File: config.mk
export PLATFORM = sky130hd
export DESIGN_NAME = tsl_switch
export DESIGN_NICKNAME = d
export VERILOG_FILES = /design/src/rtl/tsl_pkg.sv /design/src/rtl/tsl_switch.sv
export VERILOG_INCLUDE_DIRS = /design/src /design/src/rtl
export SDC_FILE = /design/constraint.sdc
export NUM_CORES = 1
export LEC_CHECK = 0
export ABC_AREA = 1
export BUFFER_PORTS_ARGS = -buffer_cell sky130_fd_sc_hd__buf_2
export CAP_MARGIN = 20
export CELL_PAD_IN_SITES_DETAIL_PLACEMENT = 0
export CELL_PAD_IN_SITES_GLOBAL_PLACEMENT = 2
export CORE_MARGIN = 4
export CORE_UTILIZATION = 31
export CTS_CLUSTER_DIAMETER = 40
export DETAILED_ROUTE_END_ITERATION = 8
export PLACE_DENSITY = 0.84
export SLEW_MARGIN = 10
export SYNTH_ARGS = -nofsm -noshare
export SYNTH_HDL_FRONTEND = slang
export SYNTH_SLANG_ARGS = --single-unit
File: constraint.sdc
create_clock -name clk -period 2.07 [get_ports clk]
set_input_delay 0.207 -clock clk [delete_from_list [all_inputs] [get_ports clk]]
set_output_delay 0.207 -clock clk [all_outputs]
set_load 0.01 [all_outputs]
File: src/rtl/tsl_map.svh
// constants for the task switch linkage block
`ifndef TSL_MAP_SVH
`define TSL_MAP_SVH
`define TSL_ADDR_CTRL      4'h0
`define TSL_ADDR_STATUS    4'h1
`define TSL_ADDR_INT_STAT  4'h2
`define TSL_ADDR_INT_MASK  4'h3
`define TSL_ADDR_CUR_SEL   4'h4
`define TSL_ADDR_FAULT     4'h5
`define TSL_ADDR_PDB       4'h6
`define TSL_ADDR_LOCAL_SEL 4'h7
`define TSL_CTRL_NEST_BIT  0
`define TSL_CTRL_SWITCHED_BIT 1
`define TSL_INT_DONE_BIT   0
`define TSL_INT_FAULT_BIT  1
`define TSL_VEC_ABSENT     8'h0b
`define TSL_VEC_STACK      8'h0c
`define TSL_VEC_PROT       8'h0d
`define TSL_VEC_STATE      8'h0a
`define TSL_BUSY_BIT       9
`endif

File: src/rtl/tsl_pkg.sv
// types for the task switch linkage block
package tsl_pkg;
  typedef enum logic [1:0] {
    TSL_SRC_JUMP = 2'b00,
    TSL_SRC_CALL = 2'b01,
    TSL_SRC_INTR = 2'b11,
    TSL_SRC_RETURN = 2'b10
  } tsl_src_t;
  typedef enum logic [3:0] {
    TSL_IDLE     = 4'b0000,
    TSL_RD_NEW   = 4'b0001,
    TSL_WR_NEW   = 4'b0011,
    TSL_RD_OLD   = 4'b0010,
    TSL_WR_OLD   = 4'b0110,
    TSL_WR_LINK  = 4'b0111,
    TSL_RD_STATE = 4'b0101,
    TSL_DONE     = 4'b0100,
    TSL_FAULT    = 4'b1100
  } tsl_state_t;
  typedef enum logic [1:0] {
    TSL_TBL_GLOBAL = 2'b00,
    TSL_TBL_LOCAL  = 2'b01
  } tsl_tbl_t;
endpackage

File: src/rtl/tsl_switch.sv
// task switch linkage controller: busy flags, nesting flag, back link, locking
`timescale 1ns/1ps
`include "tsl_map.svh"
module tsl_switch (
  input  wire logic             clk,
  input  wire logic             rst_n,
  input  wire logic [3:0]       reg_addr,
  input  wire logic [31:0]      reg_wdata,
  input  wire logic             reg_wr,
  input  wire logic             reg_rd,
  output logic      [31:0]      reg_rdata,
  input  wire logic             sw_req,
  input  wire tsl_pkg::tsl_src_t sw_src,
  input  wire logic [15:0]      sw_sel,
  input  wire logic [15:0]      table_limit,
  input  wire logic             new_desc_present,
  input  wire logic             new_limit_ok,
  input  wire logic             stack_present,
  input  wire logic             state_ok,
  output logic                  mem_req,
  output logic                  mem_we,
  output logic      [15:0]      mem_sel,
  output logic      [1:0]       mem_kind,
  output logic      [31:0]      mem_wdata,
  input  wire logic [31:0]      mem_rdata,
  input  wire logic             mem_ack,
  output logic                  bus_lock,
  output logic                  switch_done,
  output logic                  fault_valid,
  output logic      [7:0]       fault_vector,
  output logic      [15:0]      fault_code,
  output logic                  irq
);
  // mem_kind: 0 descriptor word, 1 back link, 2 page base, 3 local table selector
  tsl_pkg::tsl_state_t state;
  tsl_pkg::tsl_state_t next_state;
  tsl_pkg::tsl_src_t   src;
  logic [15:0] cur_sel;
  logic [15:0] tgt_sel;
  logic [15:0] link_sel;
  logic        nested_task_flag;
  logic        task_switched_flag;
  logic [31:0] desc_word;
  logic [31:0] page_directory_base_reg;
  logic [15:0] local_sel;
  logic [1:0]  int_stat;
  logic [1:0]  int_mask;
  logic [7:0]  last_vec;
  logic [1:0]  load_step;

  function automatic logic sel_valid(input logic [15:0] s, input logic [15:0] lim);
    sel_valid = (s[2] == 1'b0) && ({s[15:3], 3'h7} <= lim);
  endfunction

  wire logic is_ret     = (sw_src == tsl_pkg::TSL_SRC_RETURN);
  wire logic start      = sw_req && (state == tsl_pkg::TSL_IDLE)
                          && (!is_ret || nested_task_flag);
  wire logic [15:0] start_sel = is_ret ? link_sel : sw_sel;
  wire logic links      = (src == tsl_pkg::TSL_SRC_CALL) || (src == tsl_pkg::TSL_SRC_INTR);
  wire logic new_busy   = mem_rdata[`TSL_BUSY_BIT];
  wire logic busy_bad   = (src == tsl_pkg::TSL_SRC_RETURN) ? !new_busy : new_busy;
  wire logic chk_ok     = sel_valid(tgt_sel, table_limit) && new_desc_present && new_limit_ok
                          && !busy_bad;
  wire logic rd_done    = (state == tsl_pkg::TSL_RD_NEW) && mem_ack;
  wire logic [7:0] chk_vec =
      !sel_valid(tgt_sel, table_limit) ? `TSL_VEC_PROT :
      !new_desc_present ? `TSL_VEC_ABSENT :
      busy_bad ? ((src == tsl_pkg::TSL_SRC_RETURN) ? `TSL_VEC_STATE : `TSL_VEC_PROT) :
      `TSL_VEC_STATE;
  wire logic late_fault = (state == tsl_pkg::TSL_DONE) && (!stack_present || !state_ok);
  wire logic [7:0] late_vec = !stack_present ? `TSL_VEC_STACK : `TSL_VEC_STATE;
  wire logic hw_done    = (state == tsl_pkg::TSL_DONE);
  wire logic hw_fault   = (state == tsl_pkg::TSL_FAULT);
  // back link read last, so a call sees the link it has just written
  wire logic last_step  = (state == tsl_pkg::TSL_RD_STATE) && mem_ack && (load_step == 2'h2);

  always_comb
  begin
    next_state = state;
    case (state)
      tsl_pkg::TSL_IDLE:     if (start) next_state = tsl_pkg::TSL_RD_NEW;
      tsl_pkg::TSL_RD_NEW:   if (mem_ack) next_state = chk_ok ?
          ((src == tsl_pkg::TSL_SRC_RETURN) ? tsl_pkg::TSL_RD_OLD : tsl_pkg::TSL_WR_NEW)
          : tsl_pkg::TSL_FAULT;
      tsl_pkg::TSL_WR_NEW:   if (mem_ack) next_state = links ?
          tsl_pkg::TSL_WR_LINK : tsl_pkg::TSL_RD_OLD;
      tsl_pkg::TSL_WR_LINK:  if (mem_ack) next_state = tsl_pkg::TSL_RD_STATE;
      tsl_pkg::TSL_RD_OLD:   if (mem_ack) next_state = tsl_pkg::TSL_WR_OLD;
      tsl_pkg::TSL_WR_OLD:   if (mem_ack) next_state = tsl_pkg::TSL_RD_STATE;
      tsl_pkg::TSL_RD_STATE: if (last_step) next_state = tsl_pkg::TSL_DONE;
      tsl_pkg::TSL_DONE:     next_state = tsl_pkg::TSL_IDLE;
      tsl_pkg::TSL_FAULT:    next_state = tsl_pkg::TSL_IDLE;
      default:               next_state = tsl_pkg::TSL_IDLE;
    endcase
  end

  // descriptor writes are read-modify-write under one lock
  assign mem_req  = (state != tsl_pkg::TSL_IDLE) && (state != tsl_pkg::TSL_DONE)
                    && (state != tsl_pkg::TSL_FAULT);
  assign mem_we   = (state == tsl_pkg::TSL_WR_NEW) || (state == tsl_pkg::TSL_WR_OLD)
                    || (state == tsl_pkg::TSL_WR_LINK);
  assign mem_sel  = ((state == tsl_pkg::TSL_RD_OLD) || (state == tsl_pkg::TSL_WR_OLD))
                    ? cur_sel : tgt_sel;
  assign mem_kind = (state == tsl_pkg::TSL_WR_LINK) ? 2'h1 :
                    (state != tsl_pkg::TSL_RD_STATE) ? 2'h0 :
                    (load_step == 2'h0) ? 2'h2 : (load_step == 2'h1) ? 2'h3 : 2'h1;
  assign mem_wdata = (state == tsl_pkg::TSL_WR_LINK) ? {16'h0000, cur_sel} :
                     (state == tsl_pkg::TSL_WR_NEW) ? (desc_word | 32'h0000_0200) :
                     (desc_word & ~32'h0000_0200);
  assign bus_lock = (state == tsl_pkg::TSL_RD_NEW) || (state == tsl_pkg::TSL_WR_NEW)
                    || (state == tsl_pkg::TSL_RD_OLD) || (state == tsl_pkg::TSL_WR_OLD);
  assign switch_done = hw_done && !late_fault;
  assign irq = |(int_stat & int_mask);

  always_ff @(posedge clk or negedge rst_n)
  begin
    if (!rst_n)
      state <= tsl_pkg::TSL_IDLE;
    else
      state <= next_state;
  end

  always_ff @(posedge clk or negedge rst_n)
  begin
    if (!rst_n)
    begin
      src       <= tsl_pkg::TSL_SRC_JUMP;
      tgt_sel   <= 16'h0000;
      desc_word <= 32'h0000_0000;
      load_step <= 2'h0;
    end
    else
    begin
      if (start)
      begin
        src     <= sw_src;
        tgt_sel <= start_sel;
      end
      if (mem_ack && ((state == tsl_pkg::TSL_RD_NEW) || (state == tsl_pkg::TSL_RD_OLD)))
        desc_word <= mem_rdata;
      if (state == tsl_pkg::TSL_RD_STATE && mem_ack)
        load_step <= (load_step == 2'h2) ? 2'h0 : load_step + 2'h1;
    end
  end

  // task context owned by the controller
  always_ff @(posedge clk or negedge rst_n)
  begin
    if (!rst_n)
    begin
      cur_sel                 <= 16'h0000;
      link_sel                <= 16'h0000;
      nested_task_flag        <= 1'b0;
      task_switched_flag      <= 1'b0;
      page_directory_base_reg <= 32'h0000_0000;
      local_sel               <= 16'h0000;
    end
    else
    begin
      if (reg_wr && reg_addr == `TSL_ADDR_CTRL)
      begin
        nested_task_flag   <= reg_wdata[`TSL_CTRL_NEST_BIT];
        task_switched_flag <= reg_wdata[`TSL_CTRL_SWITCHED_BIT];
      end
      if (state == tsl_pkg::TSL_RD_STATE && mem_ack && load_step == 2'h0)
        page_directory_base_reg <= mem_rdata;
      if (state == tsl_pkg::TSL_RD_STATE && mem_ack && load_step == 2'h1)
        local_sel <= mem_rdata[15:0];
      if (last_step)
      begin
        cur_sel            <= tgt_sel;
        link_sel           <= mem_rdata[15:0];
        task_switched_flag <= 1'b1;
        if (links)
          nested_task_flag <= 1'b1;
        else if (src == tsl_pkg::TSL_SRC_RETURN)
          nested_task_flag <= 1'b0;
      end
    end
  end

  // fault report and sticky status, set beats a read clear
  always_ff @(posedge clk or negedge rst_n)
  begin
    if (!rst_n)
    begin
      fault_valid  <= 1'b0;
      fault_vector <= 8'h00;
      fault_code   <= 16'h0000;
      last_vec     <= 8'h00;
      int_stat     <= 2'h0;
      int_mask     <= 2'h0;
    end
    else
    begin
      fault_valid <= (rd_done && !chk_ok) || late_fault;
      if (rd_done && !chk_ok)
      begin
        fault_vector <= chk_vec;
        fault_code   <= {tgt_sel[15:3], 3'h0};
        last_vec     <= chk_vec;
      end
      else if (late_fault)
      begin
        fault_vector <= late_vec;
        fault_code   <= {tgt_sel[15:3], 3'h0};
        last_vec     <= late_vec;
      end
      if (reg_wr && reg_addr == `TSL_ADDR_INT_MASK)
        int_mask <= reg_wdata[1:0];
      int_stat <= ((reg_rd && reg_addr == `TSL_ADDR_INT_STAT) ? 2'h0 : int_stat)
                  | {hw_fault || late_fault, switch_done};
    end
  end

  wire logic [31:0] rd_mux =
      (reg_addr == `TSL_ADDR_CTRL)     ? {30'h0, task_switched_flag, nested_task_flag} :
      (reg_addr == `TSL_ADDR_STATUS)   ? {28'h0, state} :
      (reg_addr == `TSL_ADDR_INT_STAT) ? {30'h0, int_stat} :
      (reg_addr == `TSL_ADDR_INT_MASK) ? {30'h0, int_mask} :
      (reg_addr == `TSL_ADDR_CUR_SEL)  ? {link_sel, cur_sel} :
      (reg_addr == `TSL_ADDR_FAULT)    ? {8'h0, last_vec, fault_code} :
      (reg_addr == `TSL_ADDR_PDB)      ? page_directory_base_reg :
      (reg_addr == `TSL_ADDR_LOCAL_SEL) ? {16'h0, local_sel} : 32'h0000_0000;

  always_ff @(posedge clk or negedge rst_n)
  begin
    if (!rst_n)
      reg_rdata <= 32'h0000_0000;
    else
      reg_rdata <= reg_rd ? rd_mux : 32'h0000_0000;
  end
endmodule

---- Yosys cells after proc, flatten, opt, wreduce, memory -nomap -nowiden ----
Index checks and enable logic that the tools add are counted.
storage, ports and cells
  register bits after elaboration ......... 199
  input port bits ......................... 112
  logic and storage cells ................. 145
operators by class
  add/subtract/negate cells ............... 1
  order comparisons ....................... 1
  equal/unequal tests ..................... 30
  muxes and demuxes ....................... 45
  bitwise operators ....................... 3
  reductions and logical operators ........ 48
operator list
  cell                  count
  $mux W32              9
  $mux W16              5
  $eq A4 B3 Y1 const B  8
  $mux W4               7
  $pmux W4 S6           1
  $logic_and A1 B1 Y1   20
  $mux W3               6
  $eq A4 B2 Y1 const B  4
  $le A16 B16 Y1        1
  $mux W8               2
  $logic_or A1 B1 Y1    12
  $mux W2               6
  $mux W10              1
  $ne A2 B2 Y1 const B  5
  $eq A2 B2 Y1 const B  4
  $eq A4 B1 Y1 const B  2
  $logic_not A4 Y1      2
  $mux W1               8
  $ne A4 B3 Y1 const B  2
  $logic_not A1 Y1      7
  $reduce_and A6 Y1     1
  $eq A2 B1 Y1 const B  2
  $eq A4 B4 Y1 const B  1
  $ne A4 B4 Y1 const B  1
  other kinds (9)       11

---- Logic depth before layout (Yosys ltp) ----
  depth after elaboration ................. 10
  mapped depth ............................ 16

---- Worst setup path after synthesis ----
No wires, ideal clock.
  path type ............................... flip-flop to flip-flop
  start point ............................. reg tgt_sel[11]
  end point ............................... reg fault_vector[3]
  library setup time ...................... 127 ps
  arrival time ............................ 1768 ps
  data required time ...................... 1943 ps
  path slack .............................. 174 ps
  cell stages (with the launch flop) ...... 13
  buffers on the path ..................... 0
  path through ............................ dfrtp_1 > ha_1 > nand2_1 > inv_1 > nand2_1 > nand2_1 > a21oi_1 > nand2_1 > nand2_1 > nand4_1 > nand2_2 > nand2_4 > or2_2
on the way
  longest elaborated chain between the ends .. 8
  elaborated cells on any way between the ends .. 9
  those cells by class .................... order compare: 1; mux: 1; reduce/logical: 7
ends and longest elaborated chain
  element                                        RTL line           RTL
  start: declaration                             tsl_switch.sv:39   logic [15:0] tgt_sel;
  start signal: assignment                       tsl_switch.sv:137  tgt_sel <= start_sel;
  $le A16 B16 Y1 (*)                             tsl_switch.sv:52   sel_valid = (s[2] == 1'b0) && ({s[15:3], 3'h7} <= lim);
  $logic_and A1 B1 Y1 (*)                        tsl_switch.sv:52
  $logic_and A1 B1 Y1 (*) (2 in a row)           tsl_switch.sv:62   wire logic chk_ok = sel_valid(tgt_sel, table_limit) && new_desc_present && new_limit_ok
  $logic_and A1 B1 Y1 (*)                        tsl_switch.sv:63   && !busy_bad;
  $logic_not A1 Y1 (*)                           tsl_switch.sv:197  if (rd_done && !chk_ok)
  $logic_and A1 B1 Y1 (*)                        tsl_switch.sv:197
  $mux W8 or $reduce_bool A2 Y1 (tied branches)  --
  end signal: assignment                         tsl_switch.sv:199  fault_vector <= chk_vec;
  end signal: assignment                         tsl_switch.sv:205  fault_vector <= late_vec;
  end: declaration                               tsl_switch.sv:30   output logic [7:0] fault_vector,
Mark *: on every way between the ends. The rest lies on a longest branch, timed or not.
A chain may end at the register's enable or synchronous reset.

---- Worst setup path in the final report ----
  start point ............................. reg tgt_sel[11]
  end point ............................... reg fault_code[5]
on the way
  longest elaborated chain between the ends .. 8
  elaborated cells on any way between the ends .. 9
  those cells by class .................... order compare: 1; mux: 1; reduce/logical: 7
ends and longest elaborated chain
  element                                         RTL line           RTL
  $le A16 B16 Y1 (*)                              tsl_switch.sv:52
  $logic_and A1 B1 Y1 (*)                         tsl_switch.sv:52
  $logic_and A1 B1 Y1 (*) (2 in a row)            tsl_switch.sv:62
  $logic_and A1 B1 Y1 (*)                         tsl_switch.sv:63
  $logic_not A1 Y1 (*)                            tsl_switch.sv:197
  $logic_and A1 B1 Y1 (*)                         tsl_switch.sv:197
  $mux W16 or $reduce_bool A2 Y1 (tied branches)  --
  end signal: assignment                          tsl_switch.sv:200  fault_code <= {tgt_sel[15:3], 3'h0};
  end signal: assignment                          tsl_switch.sv:206  fault_code <= {tgt_sel[15:3], 3'h0};
  end: declaration                                tsl_switch.sv:31   output logic [15:0] fault_code,
Marks and branches as above.

==> results.ini <==
[run_status]
status=finished, violations left
violations=negative setup slack

[power]
p_int_mw=9.890
pwr-share-clk_pct=21.5
ir_worst_vdd_mv=0.4536
seqPwrFrac_pct=37.7
switching_share_pct=39.63
power_mw=16.38
combinationalPowerShare_pct=40.8
power_density_nw_per_um2=1371
p_switching_mw=6.492
leakage_nw=6.100

[worst_setup_path]
cp_cell_sequence=ha_4, buf_6, nand2_4, nor2_2, nand4_1, nand2_4, nand4_1, nand2_2, nand2_4, inv_8, clkbuf_16, nand2_4, nand2_2
end_kind=flop
cp_max_fo=6
crit_slowest_cell=dfrtp_1
cp.required_ns=2.45
slowest_delay_ns=0.42
arrival_ns=2.47
critPathMostFrequentCell=nand2_4
cp-start-kind=flop
path_class=flop to flop

[drt]
first_iter_violations=604
drc_errors=0
postRouteAntennaNets=0
viasPerCell=4.661
route.vias.total=7947
dr.pass1.iters=5
wirelength_mm=30.41
wl_per_cell_um=17.84

[global_route]
grt.overflow.total=0
antenna_found_initial=4
grt_pass1_wl_mm=44.98
grt_max_degree=65
grt_pass1_vias=7571
track_usage_pct=18.83

[floorplanning]
ioPinCount=224
die_area_um2=31420
initial_core_util_pct=31.71
coreArea_um2=28010
die_x_um=177.3
fp-row-count=61
die_h_um=177.3

[placed_design]
finalWeightedCongestion=0.8576
port_buffers=186
hpwlAfterDp_mm=21.48
detailed_place.area_um2=10520

[timing]
postLayoutSetupSlackWorst_ns=-0.02738
grt_setup_unrepaired=yes
finalHoldViolCount=0
setup_viol=21
fmax_mhz=476.8
fin_crit_ns=2.097
max_slew.worst_pin.slew_ns=0.5243
min_period_over_period_pct=101.3
slew-limit-headroom_pct=64.78
clock_skew_ns=0.009933
slew_violations=0
totalNegativeSetupSlack_ns=-0.3029

[worst_hold_path]
holdCritPathClass=primary input to flop

[clock_network]
cts_inserted_buffers=17
cts.clk_slew.worst_paths_ns=0.08
cts_root_buffer=clkbuf_16
insertion_delay_ns=0.43
clock_sinks=191
cts_tree=built
cts.htree.levels=4
cts_buffer_depth=2

[synthesis]
netlist_area_um2=8882
synth-main-ff-cell=dfrtp_1
synth.avg_cell_area_um2=8.217
synthMuxAreaShare_pct=0.1268
ys_seq_elements=191
synth_edf_count=0
synth_xor_area_share_pct=0
synth_compound_area_share_pct=15.07
synth-adder-area-share_pct=2.113
yosys.area.top_type=dfrtp_1
yosysTopAreaCellShare_pct=53.81
synthArstFlopShare_pct=100.0
yosys.area_share.simple_pct=20.17
synthCells=1081
synth_top_family_by_area=simple AND/OR/NAND/NOR gates
ys_types=37
yosysSeqAreaShare_pct=53.81
netlist_top_cells_area=dfrtp_1 (54%), nand2_1 (14%), o21ai_0 (8.9%)
synth_warnings=0

[layout]
final_nets=1441
syn2layout_area_growth_pct=34.51
diodes=0
final_area_um2=11950
drive_above_1_share_pct=29.99

[job]
drv_cap=0

cell usage after synthesis, drive strengths merged, types with 7 or more instances:
cell type,n
inv,121
ha,15
a31oi,26
clkbuf,32
buf,27
o221ai,7
a21oi,27
nand2,329
dfrtp,191
nand3,37
o21ai,173
nor2,70
what timing repair did:
action | in CTS | in global routing
setup endpoints to repair | 69 | 74
setup buffers | 8 | 10
gates resized for setup | 72 | 89
hold endpoints to repair | 31 | 0
pin swaps | 5 | 20
hold buffers | 1 | 0
gates cloned | 5 | 3
worst paths after layout:
kind	startpoint	end	slack, ns	cells past startpoint
max reg2reg	tgt_sel[11]	fault_code[5]	-0.03	13
max	tgt_sel[11]	fault_code[5]	-0.03	13
min reg2reg	local_sel[8]	local_sel[8]	0.49	2
min	mem_rdata[22]	page_directory_base_reg[22]	0.02	3
min in group asynchronous	rst_n	reg_rdata[1]	0.26	2
max in group asynchronous	rst_n	state[3]	1.16	3
worst max-delay path, delay by kind of cell (launching register included):
kind / cells / cell delay, ns
fa+ha+maj: 1 / 0.30
buf+inv: 3 / 0.36
flops: 1 / 0.42
simple gates: 9 / 0.94
stage by stage:
step                      util, %  cells  hold WS, ns  worst slack [ns]
after global routing        42.65   1705      0.01305          -0.09939
final                       42.65   1705      0.01549          -0.02738
after CTS                   41.07   1693     0.009743          -0.05052
after global placement      37.57   1648       0.1568           -0.1459
after floorplan                 -   1087     -0.08859            0.1743
after detailed placement    37.57   1648       0.1584           -0.1711
kinds of logic after synthesis:
kind of cell,after synthesis
simple gates,443
compound gates,247
flops,191
buf+inv,183
fa+ha+maj,15
mux,1
other cells,1
final cells by class:
cell class / instances / area [µm²]
clock buffer: 17 / 425.4
multi-input combinational: 716 / 3806
tap: 378 / 473.0
clock inverter: 15 / 198.9
timing repair buffer: 264 / 1779
fill: 2876 / 16060
inverter: 124 / 483.0
sequential: 191 / 4782
routing by layer:
| layer | vias to the layer above | share of wire [%] | GRT usage (%) | wire length, µm |
|---|---|---|---|---|
| met2 | 256 | 44 | 27.59 | 13250 |
| met3 | 28 | 6.8 | 4.593 | 2076 |
| met4 | 8 | 1.2 | 4.286 | 359 |
| li1 | 3949 | - | - | - |
| met1 | 3706 | 48 | 28.15 | 14680 |
| met5 | - | 0.17 | 0 | 52 |
cells in the final DEF, fill, tap and decap left out, drive strengths merged:
cell         count
nand2          329
buf            260
dfrtp          191
o21ai          176
inv            129
nor2            70
nand3           37
a21oi           27
a31oi           26
clkbuf          20
ha              15
o221ai           7
conb             7
clkinv           6
o211ai           5
a221oi           3
bufinv           3
o22ai            3
a22o             2
nand4            2
or2              2
a22oi            1
nor3             1
and2             1
nand3b           1
mux2             1
clkinvlp         1
dlygate4sd3      1
power groups by stage:
stage	combinational (mW)	clock, mW	sequential (mW)
final	6.68	3.53	6.17
after global routing	7.43	3.78	6.31
after CTS	5.97	3.58	6.08
after detailed placement	5.49	0	6.11
after global placement	5.40	0	6.09
after floorplan	3.14	0	5.93
(Power assumes the default switching activity.)
